### config.mk
export PLATFORM = sky130hd
export DESIGN_NAME = nand_parity_ecc_engine
export DESIGN_NICKNAME = d
export VERILOG_FILES = /design/src/inc/ecc_engine_pkg.sv /design/src/design/nand_parity_ecc_engine.sv
export VERILOG_INCLUDE_DIRS = /design/src /design/src/inc
export SDC_FILE = /design/constraint.sdc
export NUM_CORES = 2
export LEC_CHECK = 0
export ABC_CLOCK_PERIOD_IN_PS = 16000
export BUFFER_PORTS_ARGS = -buffer_cell sky130_fd_sc_hd__buf_2
export CORE_MARGIN = 1.5
export CORE_UTILIZATION = 62
export CTS_CLUSTER_SIZE = 20
export DETAILED_ROUTE_END_ITERATION = 16
export PLACE_DENSITY = 0.8
export REMOVE_ABC_BUFFERS = 1
export SLEW_MARGIN = 20
export SYNTH_ARGS = -nofsm -noshare
export SYNTH_HDL_FRONTEND = slang
export SYNTH_SLANG_ARGS = --single-unit
### constraint.sdc
create_clock -name ref_clk -period 16 [get_ports ref_clk]
set_input_delay 2.4 -clock ref_clk [delete_from_list [all_inputs] [get_ports ref_clk]]
set_output_delay 2.4 -clock ref_clk [all_outputs]
set_load 0.02 [all_outputs]
### src/inc/ecc_engine_map.svh
// constant map for the nand parity and ecc engine
`ifndef ECC_ENGINE_MAP_SVH
`define ECC_ENGINE_MAP_SVH

`define PAR_BITS        112
`define CHUNK_BITS      14
`define HAMM_BITS       8'd32
`define MAX_STRENGTH    4'd8
`define HAMM_CHUNKS     4'd3
`define PAR_POLY        112'h8d3b_1c7e_52a9_e64f_0b37_d195_a2c6
`define CALC_LAT        3'd4
`define TERM_INDEX      11'h7fe
`define DATA_FIFO_DEPTH 4
`define LOC_FIFO_DEPTH  16
`define XFER_WIDTH      20
`define LOC_WIDTH       11
`define STAT_NONE       3'b000
`define STAT_SINGLE     3'b001
`define STAT_MULTI      3'b100
`define UNITS_32_BYTE   4'd4
`define UNITS_32_HALF   4'd2
`define UNITS_64_BYTE   4'd8
`define UNITS_64_HALF   4'd4

`endif

### src/inc/ecc_engine_pkg.sv
// types shared by the nand parity and ecc engine
package ecc_engine_pkg;

  typedef logic [111:0] par_t;

  typedef enum logic [1:0] {
    SZ_UNIT,
    SZ_WORD32,
    SZ_WORD64
  } xfer_size_e;

  typedef enum logic [1:0] {
    C_IDLE,
    C_SCAN,
    C_TERM,
    C_DONE
  } corr_state_e;

endpackage

### src/design/nand_parity_ecc_engine.sv
// nand parity generator, syndrome checker and error locator with its fifos
`timescale 1ns/10ps

`include "ecc_engine_map.svh"

module xfer_fifo #(
  parameter int WIDTH = 8,
  parameter int DEPTH = 4
) (
  input  wire logic             ref_clk,
  input  wire logic             rst,
  input  wire logic             in_valid,
  output logic                  in_ready,
  input  wire logic [WIDTH-1:0] in_data,
  output logic                  out_valid,
  input  wire logic             out_ready,
  output logic      [WIDTH-1:0] out_data
);
  localparam int AW = $clog2(DEPTH);

  logic [WIDTH-1:0] mem [DEPTH];
  logic [AW-1:0]    wr_ptr_reg;
  logic [AW-1:0]    rd_ptr_reg;
  logic [AW:0]      count_reg;
  logic             push;
  logic             pop;

  assign push     = in_valid && in_ready;
  assign pop      = out_valid && out_ready;
  assign out_data = mem[rd_ptr_reg];

  always_ff @(posedge ref_clk) begin
    if (push) begin
      mem[wr_ptr_reg] <= in_data;
    end
  end

  always_ff @(posedge ref_clk) begin
    if (rst) begin
      wr_ptr_reg <= '0;
      rd_ptr_reg <= '0;
      count_reg  <= '0;
      in_ready   <= 1'b1;
      out_valid  <= 1'b0;
    end else begin
      if (push) begin
        wr_ptr_reg <= AW'((wr_ptr_reg + 1'b1) % DEPTH);
      end
      if (pop) begin
        rd_ptr_reg <= AW'((rd_ptr_reg + 1'b1) % DEPTH);
      end
      // flags kept as flops so both sides see registered handshakes
      unique case ({push, pop})
        2'b10: begin
          count_reg <= count_reg + 1'b1;
          in_ready  <= (count_reg != (AW+1)'(DEPTH - 1));
          out_valid <= 1'b1;
        end
        2'b01: begin
          count_reg <= count_reg - 1'b1;
          in_ready  <= 1'b1;
          out_valid <= (count_reg != (AW+1)'(1));
        end
        default: begin
          count_reg <= count_reg;
        end
      endcase
    end
  end
endmodule

module nand_parity_ecc_engine
  import ecc_engine_pkg::*;
(
  input  wire logic                    ref_clk,
  input  wire logic                    rst,
  input  wire logic                    prty_mode,
  input  wire logic                    hamm_mode,
  input  wire logic [3:0]              ecc_strength,
  input  wire logic [11:0]             blk_size,
  input  wire logic [2:0]              cs_select,
  input  wire logic [3:0]              tag_in,
  input  wire logic                    bus16,
  input  wire logic                    shift_en,
  input  wire logic                    parity_out_sel,
  input  wire logic                    init_req,
  input  wire logic                    corr_start,
  input  wire logic                    acc_valid,
  output logic                         acc_ready,
  input  wire logic                    acc_write,
  input  wire logic [2:0]              acc_cs,
  input  wire ecc_engine_pkg::xfer_size_e acc_size,
  input  wire logic [63:0]             acc_wdata,
  output logic                         rd_valid,
  output logic      [15:0]             rd_data,
  output logic                         exp_valid,
  input  wire logic                    exp_ready,
  output logic                         exp_write,
  output logic      [2:0]              exp_cs,
  output logic      [15:0]             exp_wdata,
  input  wire logic                    exp_rvalid,
  input  wire logic [15:0]             exp_rdata,
  output logic                         idle_status,
  output logic                         corr_required,
  output logic                         erased_page,
  output logic      [2:0]              poly_status,
  output logic      [3:0]              error_count,
  output logic                         uncorrectable,
  output logic                         locator_finished_status,
  output logic      [3:0]              corr_tag,
  input  wire logic                    loc_read,
  output logic                         loc_valid,
  output logic      [10:0]             error_location_port
);
  import ecc_engine_pkg::*;

  // captured settings
  logic        init_reg;
  logic        init_req_q_reg;
  logic        gen_l_reg;
  logic        hamm_l_reg;
  logic [3:0]  strength_l_reg;
  logic [2:0]  cs_l_reg;
  logic        wide_l_reg;
  logic [12:0] target_reg;
  logic [3:0]  nchunk_reg;
  par_t        mask_reg;
  par_t        poly_reg;
  logic [3:0]  strength_next;
  logic [7:0]  len_next;
  logic [7:0]  par_bytes_next;
  par_t        mask_next;

  // self-clearing init: one pulse per request, a held request does not repeat
  always_ff @(posedge ref_clk) begin
    if (rst) begin
      init_reg       <= 1'b0;
      init_req_q_reg <= 1'b0;
    end else begin
      init_reg       <= init_req && !init_req_q_reg;
      init_req_q_reg <= init_req;
    end
  end

  always_comb begin
    strength_next = (ecc_strength > `MAX_STRENGTH) ? `MAX_STRENGTH : ecc_strength;
    len_next = hamm_mode ? `HAMM_BITS : 8'(strength_next * `CHUNK_BITS);
    mask_next = (len_next == 8'd0) ? '0 : ({`PAR_BITS{1'b1}} >> (8'd112 - len_next));
    par_bytes_next = bus16 ? 8'(((len_next + 8'd15) >> 4) << 1) : 8'((len_next + 8'd7) >> 3);
  end

  always_ff @(posedge ref_clk) begin
    if (rst) begin
      gen_l_reg      <= 1'b1;
      hamm_l_reg     <= 1'b0;
      strength_l_reg <= '0;
      cs_l_reg       <= '0;
      wide_l_reg     <= 1'b0;
      target_reg     <= '0;
      nchunk_reg     <= '0;
      mask_reg       <= '0;
      poly_reg       <= '0;
      corr_tag       <= '0;
    end else if (init_reg) begin
      gen_l_reg      <= prty_mode;
      hamm_l_reg     <= hamm_mode;
      strength_l_reg <= strength_next;
      cs_l_reg       <= cs_select;
      wide_l_reg     <= bus16;
      // syndrome mode also absorbs the stored parity after the block
      target_reg     <= prty_mode ? {1'b0, blk_size} : 13'({1'b0, blk_size} + par_bytes_next);
      nchunk_reg     <= hamm_mode ? `HAMM_CHUNKS : strength_next;
      mask_reg       <= mask_next;
      poly_reg       <= `PAR_POLY & mask_next;
      corr_tag       <= tag_in;
    end
  end

  logic [63:0] split_data_reg;
  logic [3:0]  split_left_reg;
  logic        split_write_reg;
  logic [2:0]  split_cs_reg;
  logic        dq_in_ready;
  logic        dq_out_valid;
  logic        dq_out_ready;
  logic [19:0] dq_out_data;
  logic [3:0]  units_next;

  always_comb begin
    unique case (acc_size)
      SZ_WORD32: units_next = bus16 ? `UNITS_32_HALF : `UNITS_32_BYTE;
      SZ_WORD64: units_next = bus16 ? `UNITS_64_HALF : `UNITS_64_BYTE;
      default:   units_next = 4'd1;
    endcase
    // reads are single units only
    if (!acc_write) begin
      units_next = 4'd1;
    end
  end

  always_ff @(posedge ref_clk) begin
    if (rst) begin
      acc_ready       <= 1'b1;
      split_data_reg  <= '0;
      split_left_reg  <= '0;
      split_write_reg <= 1'b0;
      split_cs_reg    <= '0;
    end else if (acc_ready) begin
      if (acc_valid) begin
        acc_ready       <= 1'b0;
        split_data_reg  <= acc_wdata;
        split_left_reg  <= units_next;
        split_write_reg <= acc_write;
        split_cs_reg    <= acc_cs;
      end
    end else if (dq_in_ready) begin
      // one nand unit per push, low unit first
      split_data_reg <= wide_l_reg ? (split_data_reg >> 16) : (split_data_reg >> 8);
      split_left_reg <= split_left_reg - 4'd1;
      acc_ready      <= (split_left_reg == 4'd1);
    end
  end

  xfer_fifo #(
    .WIDTH (`XFER_WIDTH),
    .DEPTH (`DATA_FIFO_DEPTH)
  ) data_fifo (
    .ref_clk   (ref_clk),
    .rst       (rst),
    .in_valid  (!acc_ready),
    .in_ready  (dq_in_ready),
    .in_data   ({split_write_reg, split_cs_reg,
                 wide_l_reg ? split_data_reg[15:0] : {8'h00, split_data_reg[7:0]}}),
    .out_valid (dq_out_valid),
    .out_ready (dq_out_ready),
    .out_data  (dq_out_data)
  );

  // parity calculator
  par_t        par_reg;
  par_t        par_next;
  logic [12:0] absorbed_reg;
  logic [2:0]  lat_reg;
  logic        all_ones_reg;
  logic        rd_cs_hit_reg;
  logic        load;
  logic        unit_hit;
  logic        absorb_wr;
  logic        absorb_rd;
  logic        advance;
  logic [15:0] par_unit;
  logic [15:0] absorb_data;

  function automatic par_t par_step(par_t r, logic [15:0] d, logic wide, par_t poly, par_t mask);
    par_t x;
    logic fb;
    x = r;
    for (int i = 0; i < 16; i++) begin
      if (wide || i < 8) begin
        fb = x[0] ^ d[i];
        x  = ((x >> 1) ^ (fb ? poly : '0)) & mask;
      end
    end
    return x;
  endfunction

  assign dq_out_ready = !exp_valid || exp_ready;
  assign load         = dq_out_valid && dq_out_ready;
  assign unit_hit     = load && dq_out_data[19] && (dq_out_data[18:16] == cs_l_reg) && shift_en;
  assign absorb_wr    = unit_hit && gen_l_reg && !parity_out_sel;
  assign advance      = unit_hit && parity_out_sel;
  assign absorb_rd    = exp_rvalid && rd_cs_hit_reg && shift_en && !gen_l_reg;
  assign par_unit     = wide_l_reg ? par_reg[15:0] : {8'h00, par_reg[7:0]};
  assign absorb_data  = absorb_wr ? dq_out_data[15:0] : exp_rdata;

  always_comb begin
    par_next = par_reg;
    if (absorb_wr || absorb_rd) begin
      par_next = par_step(par_reg, absorb_data, wide_l_reg, poly_reg, mask_reg);
    end else if (advance) begin
      par_next = wide_l_reg ? (par_reg >> 16) : (par_reg >> 8);
    end
  end

  always_ff @(posedge ref_clk) begin
    if (rst || init_reg) begin
      par_reg      <= '0;
      absorbed_reg <= '0;
      all_ones_reg <= 1'b1;
    end else begin
      par_reg <= par_next;
      if (absorb_wr || absorb_rd) begin
        absorbed_reg <= absorbed_reg + (wide_l_reg ? 13'd2 : 13'd1);
        if (absorb_data != (wide_l_reg ? 16'hffff : 16'h00ff)) begin
          all_ones_reg <= 1'b0;
        end
      end
    end
  end

  // expansion side output stage
  always_ff @(posedge ref_clk) begin
    if (rst) begin
      exp_valid     <= 1'b0;
      exp_write     <= 1'b0;
      exp_cs        <= '0;
      exp_wdata     <= '0;
      rd_cs_hit_reg <= 1'b0;
    end else if (load) begin
      exp_valid <= 1'b1;
      exp_write <= dq_out_data[19];
      exp_cs    <= dq_out_data[18:16];
      exp_wdata <= advance ? par_unit : dq_out_data[15:0];
      if (!dq_out_data[19]) begin
        rd_cs_hit_reg <= (dq_out_data[18:16] == cs_l_reg);
      end
    end else if (exp_ready) begin
      exp_valid <= 1'b0;
    end
  end

  always_ff @(posedge ref_clk) begin
    if (rst) begin
      rd_valid <= 1'b0;
      rd_data  <= '0;
    end else begin
      rd_valid <= exp_rvalid;
      if (exp_rvalid) begin
        rd_data <= exp_rdata;
      end
    end
  end

  // idle after last unit plus calculation latency
  logic syn_eval;

  always_ff @(posedge ref_clk) begin
    if (rst || init_reg) begin
      lat_reg     <= `CALC_LAT;
      idle_status <= 1'b0;
    end else if (absorbed_reg >= target_reg && !idle_status) begin
      if (lat_reg == 3'd0) begin
        idle_status <= 1'b1;
      end else begin
        lat_reg <= lat_reg - 3'd1;
      end
    end
  end

  assign syn_eval = (absorbed_reg >= target_reg) && !idle_status && (lat_reg == 3'd0) && !gen_l_reg;

  // syndrome evaluation
  logic [3:0] nz_count;

  always_comb begin
    nz_count = '0;
    for (int c = 0; c < 8; c++) begin
      if (4'(c) < nchunk_reg && 14'(par_reg >> (c * `CHUNK_BITS)) != 14'h0000) begin
        nz_count = nz_count + 4'd1;
      end
    end
  end

  always_ff @(posedge ref_clk) begin
    if (rst || init_reg) begin
      corr_required <= 1'b0;
      erased_page   <= 1'b0;
      poly_status   <= `STAT_NONE;
      error_count   <= '0;
      uncorrectable <= 1'b0;
    end else if (syn_eval) begin
      corr_required <= (nz_count != 4'd0);
      erased_page   <= all_ones_reg;
      error_count   <= nz_count;
      // an erased page gets no error summary in poly_status, so never uncorrectable either
      uncorrectable <= !all_ones_reg && (nz_count > (hamm_l_reg ? 4'd1 : strength_l_reg));
      if (nz_count == 4'd0 || all_ones_reg) begin
        poly_status <= `STAT_NONE;
      end else if (nz_count == 4'd1) begin
        poly_status <= `STAT_SINGLE;
      end else begin
        poly_status <= `STAT_MULTI;
      end
    end
  end

  // correction engine
  corr_state_e corr_state_reg;
  logic [3:0]  scan_idx_reg;
  logic        done_pulse_reg;
  logic        launch;
  logic [13:0] chunk;
  logic        lq_in_valid;
  logic        lq_in_ready;
  logic [10:0] lq_in_data;
  logic        lq_out_valid;
  logic        lq_out_ready;
  logic [10:0] lq_out_data;

  // start in bch, automatic single-error readout in hamming
  assign launch = hamm_l_reg ? (syn_eval && nz_count == 4'd1 && !all_ones_reg)
                             : (corr_start && !gen_l_reg);
  assign chunk  = 14'(par_reg >> (scan_idx_reg * `CHUNK_BITS));

  always_comb begin
    lq_in_valid = 1'b0;
    lq_in_data  = chunk[10:0];
    if (corr_state_reg == C_SCAN) begin
      lq_in_valid = (scan_idx_reg < nchunk_reg) && (chunk != 14'h0000);
    end else if (corr_state_reg == C_TERM) begin
      lq_in_valid = 1'b1;
      lq_in_data  = `TERM_INDEX;
    end
  end

  always_ff @(posedge ref_clk) begin
    if (rst) begin
      corr_state_reg <= C_IDLE;
      scan_idx_reg   <= '0;
      done_pulse_reg <= 1'b0;
    end else begin
      done_pulse_reg <= 1'b0;
      unique case (corr_state_reg)
        C_IDLE: begin
          scan_idx_reg <= '0;
          if (launch) begin
            corr_state_reg <= C_SCAN;
          end
        end
        C_SCAN: begin
          if (scan_idx_reg >= nchunk_reg) begin
            corr_state_reg <= C_TERM;
          end else if (!lq_in_valid || lq_in_ready) begin
            // stalls on a full location fifo
            scan_idx_reg <= scan_idx_reg + 4'd1;
          end
        end
        C_TERM: begin
          if (lq_in_ready) begin
            corr_state_reg <= C_DONE;
          end
        end
        C_DONE: begin
          done_pulse_reg <= 1'b1;
          corr_state_reg <= C_IDLE;
        end
      endcase
    end
  end

  // sticky done, a new done beats an init clear
  always_ff @(posedge ref_clk) begin
    if (rst) begin
      locator_finished_status <= 1'b0;
    end else if (done_pulse_reg) begin
      locator_finished_status <= 1'b1;
    end else if (init_reg) begin
      locator_finished_status <= 1'b0;
    end
  end

  xfer_fifo #(
    .WIDTH (`LOC_WIDTH),
    .DEPTH (`LOC_FIFO_DEPTH)
  ) loc_fifo (
    .ref_clk   (ref_clk),
    .rst       (rst),
    .in_valid  (lq_in_valid),
    .in_ready  (lq_in_ready),
    .in_data   (lq_in_data),
    .out_valid (lq_out_valid),
    .out_ready (lq_out_ready),
    .out_data  (lq_out_data)
  );

  assign lq_out_ready = !loc_valid || loc_read;

  always_ff @(posedge ref_clk) begin
    if (rst) begin
      loc_valid           <= 1'b0;
      error_location_port <= '0;
    end else if (lq_out_ready) begin
      loc_valid <= lq_out_valid;
      if (lq_out_valid) begin
        error_location_port <= lq_out_data;
      end
    end
  end
endmodule

# Word level (Yosys, flattened, before mapping)
# Memory sizes are Yosys's and may differ from the RTL's. A register that Yosys moved wholly into a read port is not among the register bits.
# Index checks and enable logic that the tools add are counted.
[totals]
register_bits = 488
ram_bits = 256
input_bits = 122
wordCells = 347
memories = 2
[classes]
n_reduce_logical = 75
bitwise = 50
n_eq_ne = 23
shift = 2
magnitude_cmp = 13
muxes = 108
n_mul = 2
addsub = 23
[memory_table]
columns = ["name", "words", "word_bits", "rd", "rd_clocked_by_memory_dff", "wr", "line", "text"]
rows = [
  ["loc_fifo.mem", 16, 11, 1, 1, 1, "nand_parity_ecc_engine.sv:21", "logic [WIDTH-1:0] mem [DEPTH];"],
  ["data_fifo.mem", 4, 20, 1, 1, 1, "nand_parity_ecc_engine.sv:21", ""],
]
[op_table]
columns = ["operator", "n"]
rows = [
  ["two-way mux 112 bit", 42],
  ["bitwise AND 112 bit", 16],
  ["XOR 111 x 112 -> 112 bit", 16],
  ["two-way mux 64 bit", 3],
  ["nonzero test 14 bit", 9],
  ["right shift 112 x 8 -> 112 bit, first input constant", 1],
  ["right shift 112 x 8 -> 14 bit", 1],
  ["two-way mux 104 bit", 1],
  ["two-way mux 16 bit", 5],
  ["two-way mux 4 bit", 17],
  ["two-way mux 56 bit", 1],
  ["adder 4 x 1 -> 4 bit, second input constant", 10],
  ["logical AND 1 bit", 30],
  ["two-way mux 11 bit", 2],
  ["less-than comparator 3 x 4 -> 1 bit, first input constant", 4],
  ["two-way mux 1 bit", 16],
  ["!= test 16 bit", 1],
  ["one-hot mux 4 bit (2 select lines)", 2],
  ["XOR 1 bit", 16],
  ["multiplier 4 x 3 -> 7 bit, second input constant", 2],
  ["AND reduction 2 bit", 7],
  ["nonzero test 2 bit", 7],
  ["adder 12 x 5 -> 13 bit", 1],
  ["adder 13 x 2 -> 13 bit", 1],
  ["other kinds (44)", 85],
]

# Depth between registers and ports, before layout
[logic_depth]
word_depth = 97
mapped_depth = 28
mapped_depth_nobuf = 26

# By module
# A second synthesis with hierarchy kept.
[hier_totals]
hier_cells = 4832
area_unflattened_um2 = 43146.4
[by_module_without_submodules]
columns = ["module", "area_each_um2", "instances", "seq_area_each_um2", "cells_each"]
rows = [
  ["nand_parity_ecc_engine", 31973.2, 1, 7026.7, 4266],
  ["xfer_fifo at loc_fifo", 7702.4, 1, 5665.4, 394],
  ["xfer_fifo at data_fifo", 3470.8, 1, 2622.5, 172],
]

# Worst setup path after synthesis
# No wires, ideal clock.
[synth_path]
path_kind = "input to register"
start = "input parity_out_sel"
end = "register par_reg[59]"
t_arrival_ns = 8.401
setup_slack_ns = 7.508
n_path_buf = 4
path_stages = 23
required_ns = 15.909
path_cell_list = "and3b_1 nand4_1 nor4_2 mux2i_1 xor2_1 xor2_1 mux2i_1 xnor3_1 nor4_1 nor3_1 o2111a_1 a2111oi_1 nand2_1 xnor2_1 mux2i_1 and2_1 clkbuf_1 buf_2 buf_4 buf_2 xnor2_1 nand4_1 a311oi_1"
[synth_between]
elab_chain_cells = 73
[synth_rtl]
columns = ["item", "line", "text"]
rows = [
  ["from (decl)", "nand_parity_ecc_engine.sv:85", "input wire logic parity_out_sel,"],
  ["logical NOT 1 bit", "nand_parity_ecc_engine.sv:270", "assign absorb_wr = unit_hit && gen_l_reg && !parity_out_sel;"],
  ["logical AND 1 bit", "nand_parity_ecc_engine.sv:270", ""],
  ["two-way mux 16 bit", "nand_parity_ecc_engine.sv:274", "assign absorb_data = absorb_wr ? dq_out_data[15:0] : exp_rdata;"],
  ["XOR 1 bit", "nand_parity_ecc_engine.sv:260", "fb = x[0] ^ d[i];"],
  ["two-way mux 112 bit", "nand_parity_ecc_engine.sv:261", "x = ((x >> 1) ^ (fb ? poly : '0)) & mask;"],
  ["XOR 111 x 112 -> 112 bit", "nand_parity_ecc_engine.sv:261", ""],
  ["bitwise AND 112 bit", "nand_parity_ecc_engine.sv:261", ""],
  ["two-way mux 112 bit", "nand_parity_ecc_engine.sv:278", "if (absorb_wr || absorb_rd) begin"],
  ["[... 57 more ...]", "-", ""],
  ["XOR 111 x 112 -> 112 bit", "nand_parity_ecc_engine.sv:261", ""],
  ["bitwise AND 112 bit", "nand_parity_ecc_engine.sv:261", ""],
  ["two-way mux 112 bit", "nand_parity_ecc_engine.sv:259", "if (wide || i < 8) begin"],
  ["two-way mux 112 bit", "nand_parity_ecc_engine.sv:278", ""],
  ["XOR 111 x 112 -> 112 bit", "nand_parity_ecc_engine.sv:261", ""],
  ["bitwise AND 112 bit", "nand_parity_ecc_engine.sv:261", ""],
  ["two-way mux 112 bit", "nand_parity_ecc_engine.sv:259", ""],
  ["two-way mux 112 bit", "nand_parity_ecc_engine.sv:278", ""],
  ["to (signal assigned)", "nand_parity_ecc_engine.sv:291", "par_reg <= par_next;"],
  ["to (decl)", "nand_parity_ecc_engine.sv:240", "par_t par_reg;"],
]
# Parallel ways exist; a longest one is shown, timed or not. The select of a mux whose other input is x is not followed.
# A chain may end at the register's enable or synchronous reset.

# Worst setup path in the final report
[layout_path]
start = "input parity_out_sel"
end = "register par_reg[34]"
[layout_between]
elab_chain_cells = 75
[layout_rtl]
columns = ["item", "line"]
rows = [
  ["logical NOT 1 bit", "nand_parity_ecc_engine.sv:270"],
  ["logical AND 1 bit", "nand_parity_ecc_engine.sv:270"],
  ["two-way mux 16 bit", "nand_parity_ecc_engine.sv:274"],
  ["XOR 1 bit", "nand_parity_ecc_engine.sv:260"],
  ["two-way mux 112 bit", "nand_parity_ecc_engine.sv:261"],
  ["XOR 111 x 112 -> 112 bit", "nand_parity_ecc_engine.sv:261"],
  ["bitwise AND 112 bit", "nand_parity_ecc_engine.sv:261"],
  ["two-way mux 112 bit", "nand_parity_ecc_engine.sv:278"],
  ["[... 59 more ...]", "-"],
  ["two-way mux 112 bit", "nand_parity_ecc_engine.sv:259"],
  ["two-way mux 112 bit", "nand_parity_ecc_engine.sv:278"],
  ["XOR 1 bit", "nand_parity_ecc_engine.sv:260"],
  ["two-way mux 112 bit", "nand_parity_ecc_engine.sv:261"],
  ["XOR 111 x 112 -> 112 bit", "nand_parity_ecc_engine.sv:261"],
  ["bitwise AND 112 bit", "nand_parity_ecc_engine.sv:261"],
  ["two-way mux 112 bit", "nand_parity_ecc_engine.sv:259"],
  ["two-way mux 112 bit", "nand_parity_ecc_engine.sv:278"],
]
# Parallel ways exist; a longest one is shown, timed or not. The select of a mux whose other input is x is not followed.

==> out/qor.yml <==
logic_synthesis:
  synth_compound_area_share_pct: 13.4
  yosysUniqueCellTypes: 96
  netlist_area_um2: 43400
  synth_warnings: 0
  synth_edf_count: 256
  avgSynthCellArea_um2: 8.77
  synth_seq_cells: 642
  synth_top_family_by_area: "simple AND/OR/NAND/NOR gates"
  synth_xor_area_share_pct: 16.4
  synth_mux_area_share_pct: 10.4
  ys.flop_type: "dfxtp_1"
  synthAdderAreaFrac_pct: 2.22
  synth-simple-area-share_pct: 17.6
  ys_seq_area_share_pct: 35.5
  synthArstFlopShare_pct: 0
  synthCells: 4952
grt:
  gr-total-overflow: 0
  antenna_found_initial: 4
  grt_pass1_vias: 36935
  grt_pass1_wl_um: 224000
  grt.total_usage_pct: 41.4
  grt_start_max_net_pins: 169
critical_path:
  crit_type: "in2reg"
  arrival_ns: 11.37
  reg2regPathDepth: 25
  crit_fanout: 41
  critPathCaptureType: "flip-flop"
  worst-r2r-setup-slack_ns: 5.75
  start_kind: "input pin"
  reg2reg_to: "par_reg[34]"
  required_ns: 16.48
finish:
  syn_to_final_growth_pct: 9.34
  fin_cells: 5905
  final_cell_mix: "nand2_1 (793), xnor2_1 (478), nor2_1 (418)"
  multi_input_area_um2: 26400
  final_common_cell: "nand2_1"
  layout.nets: 5110
  drive_gt1_share_pct: 12.1
  regArea_um2: 15400
  fillers: 5371
  largest_register_ff_count: 176
sta:
  fin_setup_tns_ns: 0
  setup_ws_ns: 5.11
  fmaxAchievable_mhz: 91.8
  fin_skew_ns: 0.0398
  min_period_over_period_pct: 68.1
  slew-limit-headroom_pct: 13.7
  tightestPinTransition_ns: 1.29
  hold_viol_final: 0
  fin_crit_ns: 10.89
  fin_hold_ws_ns: 0.403
  setup_viol: 0
  rsz0062_at_grt: "false"
  final-max-slew-violation-count: 0
cts:
  cts_hold_buffers: 0
  cts_setup_buffers: 0
  clockRootBuffer: "clkbuf_16"
  cts_tree: "done"
  clockBufferDepth: 3
  htree_num_levels: 3
  clock_latency_ns: 0.66
  clkSinkCount: 642
  numCtsBuffers: 72
  clk_pin_slew_ns: 0.07
  ctsResizeCount: 0
drt:
  drt_wl_total_um: 151000
  detail-route-antenna-nets: 0
  routedWlPerCell_um: 25.5
  dr.pass1.iters: 9
  vias: 39836
  drc_errors: 0
  vias_per_cell: 6.75
  drt-initial-drc-count: 6169
worst_hold_path:
  holdCritStartpoint: "init_req_q_reg"
  min_path_cells: 1
  min_to: "init_reg"
  worstHoldPathType: "reg2reg"
floorplan:
  die_w_um: 268
  start_util_pct: 63.0
  rows: 96
  top_level_ports: 189
  core_area_um2: 68900
  die_h_um: 268
  dieArea_um2: 71600
power:
  ir_worst_vdd_uv: 115
  leakage_nw: 16.3
  power.density_nw_per_um2: 106
placement:
  portBuffers: 187
  hpwl_um: 96700
  dp_cells: 5770
  gp_congestion: 1.09
  pre_cts_ws_ns: 4.78
job:
  max-cap-violations: 0
outcome:
  outcome: "completed"
-- layer usage --
layer  track usage, %  vias to the layer above  share of wire, %
li1                 -                    17232                 -
met1             52.8                    18562                35
met2             60.2                     3191                41
met3             15.0                      847                16
met4             24.5                        4               7.2
met5                0                        -             0.021
-- per-stage QoR --
stage / power (mW) / instance area (um^2) / util, %
3_5_place_dp: 3.26 / 44900 / 65.2
2_1_floorplan: 2.85 / 41800 / -
3_3_place_gp: 3.23 / 44900 / 65.2
5_1_grt: 5.19 / 47500 / 68.8
6_report: 5.03 / 47500 / 68.8
4_1_cts: 4.98 / 47400 / 68.8
-- worst max-delay path by stage --
stage                    from     endpoint  slack [ns]  depth (start not counted)
2_1_floorplan      wide_l_reg  par_reg[81]       -4.44                         16
3_3_place_gp   parity_out_sel  par_reg[34]        4.98                         25
3_5_place_dp   parity_out_sel  par_reg[34]        4.78                         25
4_1_cts        parity_out_sel  par_reg[34]        5.44                         25
5_1_grt        parity_out_sel  par_reg[34]        4.99                         25
6_report       parity_out_sel  par_reg[34]        5.11                         25
-- cell type report --
| type | instances | area share [%] |
|---|---|---|
| inverter | 86 | 0.680 |
| sequential | 642 | 32.5 |
| multi-input combinational | 3828 | 55.6 |
| clock buffer | 86 | 4.06 |
| antenna | 1 | 0.00527 |
| timing repair buffer | 284 | 3.55 |
| clock inverter | 47 | 1.16 |
| tap | 931 | 2.45 |
-- critical path, cell delays in order --
cell and delay, ns:
buf_2 0.11, and3b_1 0.19, nand4_1 0.22, or4_1 0.86, or4b_2 0.79, o311ai_1 0.14, xnor2_2 0.15, buf_4 0.67
xnor2_1 0.18, xnor2_1 0.21, nor4_1 0.49, nor3_1 0.19, o2111a_1 0.28, a2111oi_1 0.45, and2_1 0.19, buf_4 0.43
xnor2_2 0.19, xnor3_1 0.34, a21oi_2 0.25, xnor2_4 0.14, buf_4 0.45, clkinv_1 0.92, nor2_1 0.69, mux2_2 0.26
o32ai_1 0.11
-- cells in the mapped netlist, types with 84 or more instances --
cell | count | area [um^2]
inv_1 | 84 | 315
mux4_2 | 101 | 2270
dfxtp_1 | 386 | 7730
clkbuf_1 | 290 | 1090
xnor2_1 | 487 | 4270
o21ai_0 | 272 | 1360
mux2i_1 | 207 | 2070
nand3_1 | 97 | 485
nand2_1 | 797 | 2990
xor2_1 | 233 | 2040
nor2_1 | 426 | 1600
edfxtp_1 | 256 | 7690
a21oi_1 | 295 | 1480
-- power by group --
| part | switching, mW | total [mW] | internal, mW |
|---|---|---|---|
| clock | 0.756 | 1.73 | 0.977 |
| sequential | 0.0957 | 1.89 | 1.80 |
| combinational | 0.876 | 1.41 | 0.531 |
-- logic make-up after synthesis --
| family | after synthesis |
|---|---|
| AOI/OAI and AO/OA | 944 |
| xor gates and xnor gates | 759 |
| adders and majority gates | 74 |
| buffers and inverters | 482 |
| DFF | 642 |
| muxes | 324 |
| other | 1 |
| and+or+nand+nor | 1726 |
(Power assumes the default switching activity.)
